$ cat src/logic/loop_out_map.svh
// register offsets, field positions, reset values and timing counts of the channel status/enable bank
`ifndef LOOP_OUT_MAP_SVH
`define LOOP_OUT_MAP_SVH
`define OPEN_LOOP_IDX        4'hc
`define OPEN_LOOP_ADDR       8'h30
`define MSG_ENABLE_IDX       4'he
`define MSG_ENABLE_ADDR      8'h38
`define IRQ_STATUS_ADDR      8'h40
`define IRQ_MASK_ADDR        8'h44
`define VAR_SELECT_ADDR      8'h48
`define VAR_DATA_ADDR        8'h4c
`define MV_FIELD_LSB         0
`define HART_FIELD_LSB       8
`define NUM_CHANNELS         8
`define NUM_VARIABLES        4
`define MSG_ENABLE_RESET     16'h0000
`define POLL_PERIOD_US       1000
`define CLK_PERIOD_NS        4
`define POLL_PERIOD_CYC      ((`POLL_PERIOD_US * 1000) / `CLK_PERIOD_NS)
`endif

$ cat src/logic/loop_out_pkg.sv
// types shared by the channel status/enable bank
package loop_out_pkg;
   typedef enum logic [1:0] {
      POLL_IDLE  = 2'b00,
      POLL_ASK   = 2'b01,
      POLL_WAIT  = 2'b11
   } poll_state_t;
   typedef logic [31:0] ieee_float_t;
endpackage

$ cat src/logic/open_loop_detect.sv
// per-channel readback deadband comparator
module open_loop_detect #(
   parameter int WIDTH = 16
) (
   input  wire logic             clk_i,      // system clock
   input  wire logic             srst_i,     // sync reset
   input  wire logic [WIDTH-1:0] command_i,  // commanded output
   input  wire logic [WIDTH-1:0] measure_i,  // synchronised readback
   input  wire logic [WIDTH-1:0] deadband_i, // allowed deviation
   input  wire logic             check_i,    // compare strobe
   output logic                  bad_o       // deviation beyond deadband
);
   // absolute difference, used for both directions
   function automatic logic [WIDTH-1:0] abs_diff(input logic [WIDTH-1:0] a, input logic [WIDTH-1:0] b);
      abs_diff = (a > b) ? a - b : b - a;
   endfunction

   // verdict held until the next compare
   always_ff @(posedge clk_i) begin
      if (srst_i) begin
         bad_o <= 1'b0;
      end else if (check_i) begin
         bad_o <= (abs_diff(command_i, measure_i) > deadband_i);
      end
   end
endmodule // open_loop_detect

$ cat src/logic/loop_out_regs.sv
// channel open-loop status and field messaging enable registers with multi-variable poller
// Notes on behaviour
// - each channel sets its bad bit when readback deviates beyond deadband.
// - pass/fail word at index 12 is read-only; upper byte unused.
// - enable word index 14 low byte enables multi-variable messaging per channel.
// - enabled channels periodically fetch the field device's extra variables.
// - up to four extra variables per field device are kept.
// - each retrieved variable is carried as an IEEE float word.
// - enable word high byte gates all field traffic per channel.
// - a set high-byte bit marks that channel as field-protocol capable.
`include "loop_out_map.svh"
module loop_out_regs #(
   parameter int NCH        = `NUM_CHANNELS,
   parameter int DWIDTH     = 16,
   parameter int POLL_CYC   = `POLL_PERIOD_CYC
) (
   input  wire logic                  clk_i,        // 250 MHz clock
   input  wire logic                  srst_i,       // sync reset, high
   input  wire logic [7:0]            addr_i,       // byte address
   input  wire logic [31:0]           wdata_i,      // write data
   input  wire logic                  wr_i,         // write strobe
   input  wire logic                  rd_i,         // read strobe
   output logic [31:0]                rdata_o,      // read data, next cycle
   input  wire logic [NCH*DWIDTH-1:0] command_i,    // commanded values
   input  wire logic [NCH*DWIDTH-1:0] measure_i,    // readback, from pins
   input  wire logic [DWIDTH-1:0]     deadband_i,   // deviation limit
   input  wire logic                  check_i,      // compare strobe
   output logic                       var_req_o,    // fetch request
   output logic [2:0]                 var_chan_o,   // channel of fetch
   input  wire logic                  var_ack_i,    // fetch answer valid
   input  wire logic [127:0]          var_data_i,   // four floats
   output logic [NCH-1:0]             hart_en_o,    // per-channel traffic gate
   output logic [NCH-1:0]             mv_en_o,      // effective mv enable
   output logic                       irq_o         // level interrupt
);
   logic [NCH*DWIDTH-1:0] meas_s1;
   logic [NCH*DWIDTH-1:0] meas_s2;
   logic [NCH-1:0]        bad;
   logic [NCH-1:0]        bad_q;
   logic [NCH-1:0]        mv_en;
   logic [NCH-1:0]        hart_en;
   logic [NCH-1:0]        irq_status;
   logic [NCH-1:0]        irq_mask;
   logic [4:0]            var_sel;
   loop_out_pkg::ieee_float_t var_mem [NCH*`NUM_VARIABLES];
   loop_out_pkg::poll_state_t state;
   logic [31:0]           poll_cnt;
   logic [2:0]            poll_ch;
   logic                  wr_enable;
   logic                  wr_status;

   // readback comes from pins: two stages before comparison
   always_ff @(posedge clk_i) begin
      meas_s1 <= measure_i;
      meas_s2 <= meas_s1;
   end

   // one comparator per channel
   for (genvar g = 0; g < NCH; g++) begin : g_chan
      open_loop_detect #(.WIDTH(DWIDTH)) u_det (
         .clk_i      (clk_i),
         .srst_i     (srst_i),
         .command_i  (command_i[g*DWIDTH +: DWIDTH]),
         .measure_i  (meas_s2[g*DWIDTH +: DWIDTH]),
         .deadband_i (deadband_i),
         .check_i    (check_i),
         .bad_o      (bad[g])
      );
   end

   assign wr_enable = wr_i && (addr_i == `MSG_ENABLE_ADDR);
   assign wr_status = wr_i && (addr_i == `IRQ_STATUS_ADDR);

   // enable word; only the 16 defined bits are stored
   always_ff @(posedge clk_i) begin
      if (srst_i) begin
         mv_en   <= NCH'(`MSG_ENABLE_RESET);
         hart_en <= NCH'(`MSG_ENABLE_RESET);
      end else if (wr_enable) begin
         mv_en   <= wdata_i[`MV_FIELD_LSB +: NCH];
         hart_en <= wdata_i[`HART_FIELD_LSB +: NCH];
      end
   end

   // mask and variable selector
   always_ff @(posedge clk_i) begin
      if (srst_i) begin
         irq_mask <= '0;
         var_sel  <= '0;
      end else if (wr_i) begin
         if (addr_i == `IRQ_MASK_ADDR) begin
            irq_mask <= wdata_i[NCH-1:0];
         end
         if (addr_i == `VAR_SELECT_ADDR) begin
            var_sel <= wdata_i[4:0];
         end
      end
   end

   // new bad channels raise sticky status; set beats write-one-clear
   always_ff @(posedge clk_i) begin
      if (srst_i) begin
         bad_q      <= '0;
         irq_status <= '0;
      end else begin
         bad_q      <= bad;
         irq_status <= (irq_status & ~(wr_status ? wdata_i[NCH-1:0] : '0)) | (bad & ~bad_q);
      end
   end

   // gated enables; mv only flows with field traffic allowed
   always_ff @(posedge clk_i) begin
      if (srst_i) begin
         hart_en_o <= '0;
         mv_en_o   <= '0;
         irq_o     <= 1'b0;
      end else begin
         hart_en_o <= hart_en;
         mv_en_o   <= mv_en & hart_en;
         irq_o     <= |(irq_status & irq_mask);
      end
   end

   // periodic poller walks the channels, skipping disabled ones
   always_ff @(posedge clk_i) begin
      if (srst_i) begin
         state      <= loop_out_pkg::POLL_IDLE;
         poll_cnt   <= '0;
         poll_ch    <= '0;
         var_req_o  <= 1'b0;
         var_chan_o <= '0;
      end else begin
         case (state)
            loop_out_pkg::POLL_IDLE: begin
               var_req_o <= 1'b0;
               if (poll_cnt >= 32'(POLL_CYC - 1)) begin
                  poll_cnt <= '0;
                  if (mv_en[poll_ch] && hart_en[poll_ch]) begin
                     state <= loop_out_pkg::POLL_ASK;
                  end else begin
                     poll_ch <= poll_ch + 3'h1;
                  end
               end else begin
                  poll_cnt <= poll_cnt + 32'h1;
               end
            end
            // gate checked again: a write may drop it between the due tick and the ask
            loop_out_pkg::POLL_ASK: begin
               if (hart_en[poll_ch]) begin
                  var_req_o  <= 1'b1;
                  var_chan_o <= poll_ch;
                  state      <= loop_out_pkg::POLL_WAIT;
               end else begin
                  poll_ch <= poll_ch + 3'h1;
                  state   <= loop_out_pkg::POLL_IDLE;
               end
            end
            loop_out_pkg::POLL_WAIT: begin
               var_req_o <= 1'b0;
               if (var_ack_i || !hart_en[poll_ch]) begin  // abort if gate dropped
                  poll_ch <= poll_ch + 3'h1;
                  state   <= loop_out_pkg::POLL_IDLE;
               end
            end
            default: begin
               state <= loop_out_pkg::POLL_IDLE;
            end
         endcase
      end
   end

   // store four floats per channel; reads leave them, the channel's next fetch overwrites them
   always_ff @(posedge clk_i) begin
      if (state == loop_out_pkg::POLL_WAIT && var_ack_i && hart_en[poll_ch]) begin
         for (int v = 0; v < `NUM_VARIABLES; v++) begin
            var_mem[{poll_ch, 2'(v)}] <= var_data_i[v*32 +: 32];
         end
      end
   end

   // read mux; writes to status word have no effect, unused bits zero
   always_ff @(posedge clk_i) begin
      if (srst_i) begin
         rdata_o <= '0;
      end else if (rd_i) begin
         case (addr_i)
            `OPEN_LOOP_ADDR:  rdata_o <= 32'(bad);
            `MSG_ENABLE_ADDR: rdata_o <= 32'({hart_en, mv_en});
            `IRQ_STATUS_ADDR: rdata_o <= 32'(irq_status);
            `IRQ_MASK_ADDR:   rdata_o <= 32'(irq_mask);
            `VAR_SELECT_ADDR: rdata_o <= 32'(var_sel);
            `VAR_DATA_ADDR:   rdata_o <= var_mem[var_sel];
            default:          rdata_o <= 32'h0000_0000;
         endcase
      end else begin
         rdata_o <= 32'h0000_0000;
      end
   end
endmodule // loop_out_regs

$ cat config.mk
export PLATFORM = sky130hd
export DESIGN_NAME = loop_out_regs
export DESIGN_NICKNAME = d
export VERILOG_FILES = /design/src/logic/loop_out_pkg.sv /design/src/logic/open_loop_detect.sv /design/src/logic/loop_out_regs.sv
export VERILOG_INCLUDE_DIRS = /design/src /design/src/logic
export SDC_FILE = /design/constraint.sdc
export NUM_CORES = 2
export LEC_CHECK = 0
export BUFFER_PORTS_ARGS = -buffer_cell sky130_fd_sc_hd__buf_2
export CELL_PAD_IN_SITES_DETAIL_PLACEMENT = 1
export CELL_PAD_IN_SITES_GLOBAL_PLACEMENT = 2
export CORE_ASPECT_RATIO = 1.4
export CORE_UTILIZATION = 47
export DETAILED_ROUTE_END_ITERATION = 6
export PLACE_DENSITY = 0.91
export SYNTH_ARGS = -nofsm -noshare
export SYNTH_HDL_FRONTEND = slang
export SYNTH_HIERARCHICAL = 1
export SYNTH_SLANG_ARGS = --single-unit
$ cat constraint.sdc
create_clock -name clk_i -period 29.4 [get_ports clk_i]
set_clock_uncertainty 0.05 [all_clocks]
set_input_delay 5.88 -clock clk_i [delete_from_list [all_inputs] [get_ports clk_i]]
set_output_delay 5.88 -clock clk_i [all_outputs]
set_load 0.03 [all_outputs]
After elaboration in Yosys (flattened, before gate mapping)
Memory sizes are Yosys's and may differ from the RTL's. A register that Yosys moved wholly into a read port is not among the register bits.
Index checks and enable logic that the tools add are counted.
{"block": "totals", "ff_bits": 399, "mem_bits_rw": 1024, "inputBits": 446, "output_inout_bits": 53, "word_cells": 134, "memories": 1}
{"block": "op_classes", "add_sub_neg": 18, "n_lt_le_gt_ge": 18, "n_eq_ne": 14, "mux": 31, "n_bitwise": 8, "n_reduce_logical": 19}
{"memory": "var_mem", "depth": 32, "width": 32, "rd": 1, "rd_ports_with_merged_regs": 1, "write_ports": 4, "line_no": "loop_out_regs.sv:45", "rtl": "loop_out_pkg::ieee_float_t var_mem [NCH*`NUM_VARIABLES];"}
{"operator": "> comparator 16 bit", "count": 16}
{"operator": "subtractor 16 bit", "count": 16}
{"operator": "one-hot mux 32 bit (6 select lines)", "count": 1}
{"operator": "two-way mux 16 bit", "count": 8}
{"operator": "adder 32 x 1 -> 32 bit (second input constant)", "count": 1}
{"operator": "AND 8 bit", "count": 4}
{"operator": "equality test 8 x 7 -> 1 bit (second input constant)", "count": 4}
{"operator": "greater-or-equal comparator 32 x 18 -> 1 bit (second input constant)", "count": 1}
{"operator": "two-way mux 32 bit", "count": 1}
{"operator": "equality test 8 x 6 -> 1 bit (second input constant)", "count": 2}
{"operator": "NOT 8 bit", "count": 2}
{"operator": "two-way mux 3 bit", "count": 4}
{"operator": "!= test 2 bit (second input constant)", "count": 6}
{"operator": "two-way mux 5 bit", "count": 2}
{"operator": "one-hot mux 3 bit (3 select lines)", "count": 1}
{"operator": "two-way mux 2 bit", "count": 4}
{"operator": "two-way mux 8 bit", "count": 1}
{"operator": "bitwise OR 8 bit", "count": 1}
{"operator": "AND reduction 2 bit", "count": 4}
{"operator": "OR reduction 8 bit", "count": 1}
{"operator": "binary-select mux 1 bit (select 3 bit)", "count": 2}
{"operator": "one-hot mux 2 bit (3 select lines)", "count": 1}
{"operator": "logical AND 1 bit", "count": 5}
{"operator": "two-way mux 1 bit", "count": 5}
{"operator": "14 further kinds", "count": 15}

Depth between registers and ports, before layout
{"block": "depth", "word_depth": 6, "mapped_depth": 20}

Hierarchy
The synthesis kept the hierarchy.
{"mod": "loop_out_regs", "n_inst": 1, "cells_each": 2453, "area_per_inst_um2": 49419.9}
{"mod": "open_loop_detect (g_chan[1].u_det ...)", "n_inst": 7, "cells_each": 270, "area_per_inst_um2": 1958.1}
{"mod": "open_loop_detect (g_chan[0].u_det)", "n_inst": 1, "cells_each": 259, "area_per_inst_um2": 1941.9}

Worst setup path before layout
No wires, ideal clock.
{"block": "synth_timing", "path_type": "input to register", "startpoint": "input port var_ack_i", "endpoint": "memory var_mem[16][0] (netlist name) (enable)", "setup_ps": 773, "t_arrival_ps": 14704, "required_ps": 28577, "setup_slack_ps": 13873, "stages": 2, "path_buffers": 0, "path_cell_list": "nand4_1 nor3_1"}
{"item": "start: declaration", "line_no": "loop_out_regs.sv:30", "rtl": "input wire logic var_ack_i,"}
{"item": "end: declaration", "line_no": "loop_out_regs.sv:45"}

Worst setup path after layout
{"block": "layout_timing", "startpoint": "input port command_i[80]", "endpoint": "register g_chan[5].u_det.bad_o"}
{"block": "layout_via", "elab_chain_cells": 3}
{"item": "start: declaration", "line_no": "loop_out_regs.sv:24", "rtl": "input wire logic [NCH*DWIDTH-1:0] command_i,"}
{"item": "subtractor 16 bit / > comparator 16 bit (equally long branches)", "line_no": "open_loop_detect.sv:15", "rtl": "abs_diff = (a > b) ? a - b : b - a;"}
{"item": "two-way mux 16 bit (*)", "line_no": "open_loop_detect.sv:15"}
{"item": "> comparator 16 bit (*)", "line_no": "open_loop_detect.sv:23", "rtl": "bad_o <= (abs_diff(command_i, measure_i) > deadband_i);"}
{"item": "end signal: assignment", "line_no": "open_loop_detect.sv:23"}
{"item": "end: declaration", "line_no": "open_loop_detect.sv:11", "rtl": "output logic bad_o"}
Mark *: on every way between the ends. The rest lies on a longest branch, timed or not.
A chain may end at the register's enable or synchronous reset.

==> results.toml <==
[power]
p_sw_uw = 1100
p_leak_uw = 0.0287
power_density_nw_per_um2 = 61.1
power_frac_comb_pct = 10.7
pwr-share-clk_pct = 40.8
swShare_pct = 24.5
p_int_uw = 3410
ir_worst_vdd_mv = 0.0678
p_seq_share_pct = 48.5

[hold_path]
hold_start = "meas_s1[53]"
hold_path_depth = 0
min_to = "meas_s2[53]"
worstHoldPathType = "reg2reg"

[synth]
syn_area_per_cell_um2 = 14.1
ys_types = 86
syn_area_um2 = 65100
yosysTopAreaCellShare_pct = 47.3
synth_nets = 5445
yosysTopAreaCell = "edfxtp_1"
synth_area_leaders = "edfxtp_1 47%, dfxtp_1 12%, mux4_2 9.5%"
yosys_warnings = 6
synth_edf_count = 1024
async_flop_share_pct = 0
synthCells = 4602
ys.flop_type = "edfxtp_1"
ys_ff_latch = 1428
yosysSeqAreaShare_pct = 59.7

[critical_path]
path_class = "in2reg"
worst-path-max-fanout = 15
r2r_end = "g_chan[5].u_det/bad_o"
reg2reg_slack_ns = 24.31
cp.arrival_ns = 10.55
critical_path_required_ns = 29.99
r2r_start = "meas_s2[80]"
rr_worst_depth = 16
end_kind = "register"
worstSetupStartpointType = "input pin"

[clock_network]
hold_buffers = 0
cts_resized = 0
cts_tree = "done"
clk_pin_slew_ns = 0.07
cts_root_buf = "clkbuf_16"
cts_buffers = 137
ctsLongestPathBuffers = 3
cts_setup_buffers = 0
clock_sinks = 1428
cts_max_level = 4
clk_latency_ns = 0.80

[detailed_routing]
num_vias = 41200
dr.pass1.iters = 5
ant_nets = 0
drt_iter0_drc = 3113
drt_wl_total_um = 189000
via_per_inst = 5.88
route.detailed.drc = 0
wl_per_cell_um = 26.9

[floorplan]
initial_core_util_pct = 47.4
die_y_um = 442
die_x_um = 316
core_area_um2 = 137000
ios = 499
dieArea_um2 = 140000
fp-row-count = 161

[place]
post-dp-hpwl_um = 124000
numPortBuffers = 482
dpl.cell_count = 6720
gp_congestion = 0.892

[grt]
grt_overflow = 0
track_usage_pct = 26.9
antenna_found_initial = 61
grt_max_degree = 129
grt_pass1_wl_um = 280000
grt_pass1_vias = 44300

[timing]
max_slew_margin_pct = 18.9
min_period_over_period_pct = 33.9
hold_viol = 0
worst_pin_slew_ns = 1.22
setup_tns_ns = 0
max_freq_mhz = 100
min_period_ns = 9.96
rsz0062_at_grt = "false"
maxSlewViolCount = 0
finalSetupViolCount = 0

[final_layout]
num-nets-final = 5909
instances_no_fill = 7001
fill_cells = 13500
synthToLayoutAreaGrowth_pct = 13.5
drive_gt1_share_pct = 20.9
multi_input_area_um2 = 23500
regArea_um2 = 38800

[run_status]
status = "completed"

[job]
cap_violations = 0
## worst max path at each step
stage	from	endpoint	slack, ns	cells after the start
final	command_i[80]	g_chan[5].u_det/bad_o	19.44	18
after global routing	command_i[80]	g_chan[5].u_det/bad_o	19.12	18
after CTS	command_i[80]	g_chan[5].u_det/bad_o	19.48	18
after detailed placement	command_i[80]	g_chan[5].u_det/bad_o	18.69	18
after global placement	command_i[80]	g_chan[5].u_det/bad_o	18.67	18
after floorplan	var_ack_i	var_mem[16][0]	13.87	2
## per-stage QoR
stage                     hold WS, ns  util, %  cell area (um2)  power (uW)  setup WS [ns]
after detailed placement        0.263     50.3            69100        2710          18.69
final                           0.243     53.7            73800        4510          19.44
after global placement          0.261     50.3            69100        2700          18.67
after floorplan                 0.260        -            65100        2550          13.87
after global routing            0.260     53.7            73800        4660          19.12
after CTS                       0.252     53.7            73700        4550          19.48
## critical path, stage by stage
cell and delay, ns:
buf_2 0.11, inv_1 0.05, ha_1 0.18, inv_1 0.07, fa_1 0.42, a211o_1 0.31
a211o_1 0.29, a21o_1 0.23, o311ai_4 0.85, mux2i_1 0.32, xor2_1 0.27, ha_1 0.30
a21o_1 0.18, a21o_1 0.18, a21oi_1 0.15, o22ai_1 0.08, a2111oi_0 0.48, o32ai_1 0.20
## Yosys cell counts (all sizes together), types with 12 or more instances
| library cell | n |
|---|---|
| o221ai | 12 |
| o21ai | 131 |
| a221oi | 15 |
| mux2 | 14 |
| a311oi | 14 |
| o21bai | 22 |
| a21oi | 309 |
| a211oi | 43 |
| dfxtp | 404 |
| xor2 | 31 |
| clkbuf | 108 |
| inv | 465 |
| fa | 16 |
| a211o | 16 |
| mux4 | 274 |
| and2 | 43 |
| o211ai | 33 |
| nor2b | 54 |
| mux2i | 179 |
| a22oi | 30 |
| nor2 | 113 |
| o22ai | 37 |
| ha | 381 |
| nor3 | 20 |
| a21o | 118 |
| nand4 | 53 |
| xnor2 | 82 |
| edfxtp | 1024 |
| nand2 | 165 |
| o21a | 16 |
| nand3 | 99 |
| buf | 85 |
| a21boi | 15 |
| and3 | 16 |
## sequential cells by signal (all words and copies together) (netlist names), 2 cells and up, named ones only
name	flops
var_mem	1024
meas_s1	128
meas_s2	128
poll_cnt	32
rdata_o	32
bad_q	8
g_chan.u_det/bad_o	8
hart_en	8
hart_en_o	8
irq_mask	8
irq_status	8
mv_en	8
mv_en_o	8
var_sel	5
poll_ch	3
var_chan_o	3
state	2
## power by group through the flow
stage / Sequential, uW / Clock [uW] / Combinational [uW]
after global placement: 2230 / 0 / 465
after CTS: 2190 / 1880 / 484
after floorplan: 2230 / 0 / 323
after global routing: 2190 / 1940 / 537
after detailed placement: 2230 / 0 / 479
final: 2190 / 1840 / 483
## final cells by class
class	count	share of cell area [%]
Timing Repair Buffer	518	3.69
Clock buffer	176	5.06
Clock inverter	71	1.22
Antenna cell	34	0.115
Sequential cell	1428	52.6
Multi-Input combinational cell	2515	31.9
Tap cell	1793	3.04
Inverter	466	2.37
## logic make-up after synthesis
group                    share of synthesized area (%)
AND/OR/NAND/NOR                                   5.00
flip-flops                                        59.7
AO/OA/AOI/OAI                                     9.25
XOR/XNOR                                          1.52
multiplexers                                      12.5
adder cells (fa/ha/maj)                           7.82
buffers and inverters                             4.25
## per-layer routing
layer	vias to the layer above	GRT usage [%]	part of all wire, %
li1	18300	-	-
met1	20900	31.6	37
met2	1545	48.5	52
met3	387	5.09	6.9
met4	40	9.78	3.3
met5	-	0	0.12
## cells in the final DEF (no fill, tap or decap), types with 41 or more instances in the layout
| cell type | n |
|---|---|
| nand2_1 | 164 |
| a21o_1 | 114 |
| nor2_1 | 105 |
| edfxtp_1 | 1024 |
| dfxtp_1 | 400 |
| inv_1 | 465 |
| ha_1 | 381 |
| mux4_2 | 274 |
| buf_2 | 481 |
| clkbuf_16 | 140 |
| a211oi_1 | 41 |
| nor2b_1 | 54 |
| a21oi_1 | 309 |
| o21ai_0 | 130 |
| mux2i_1 | 179 |
| nand4_1 | 53 |
| xnor2_1 | 82 |
| nand3_1 | 99 |
Note: power is estimated with default switching activity, not from simulation.
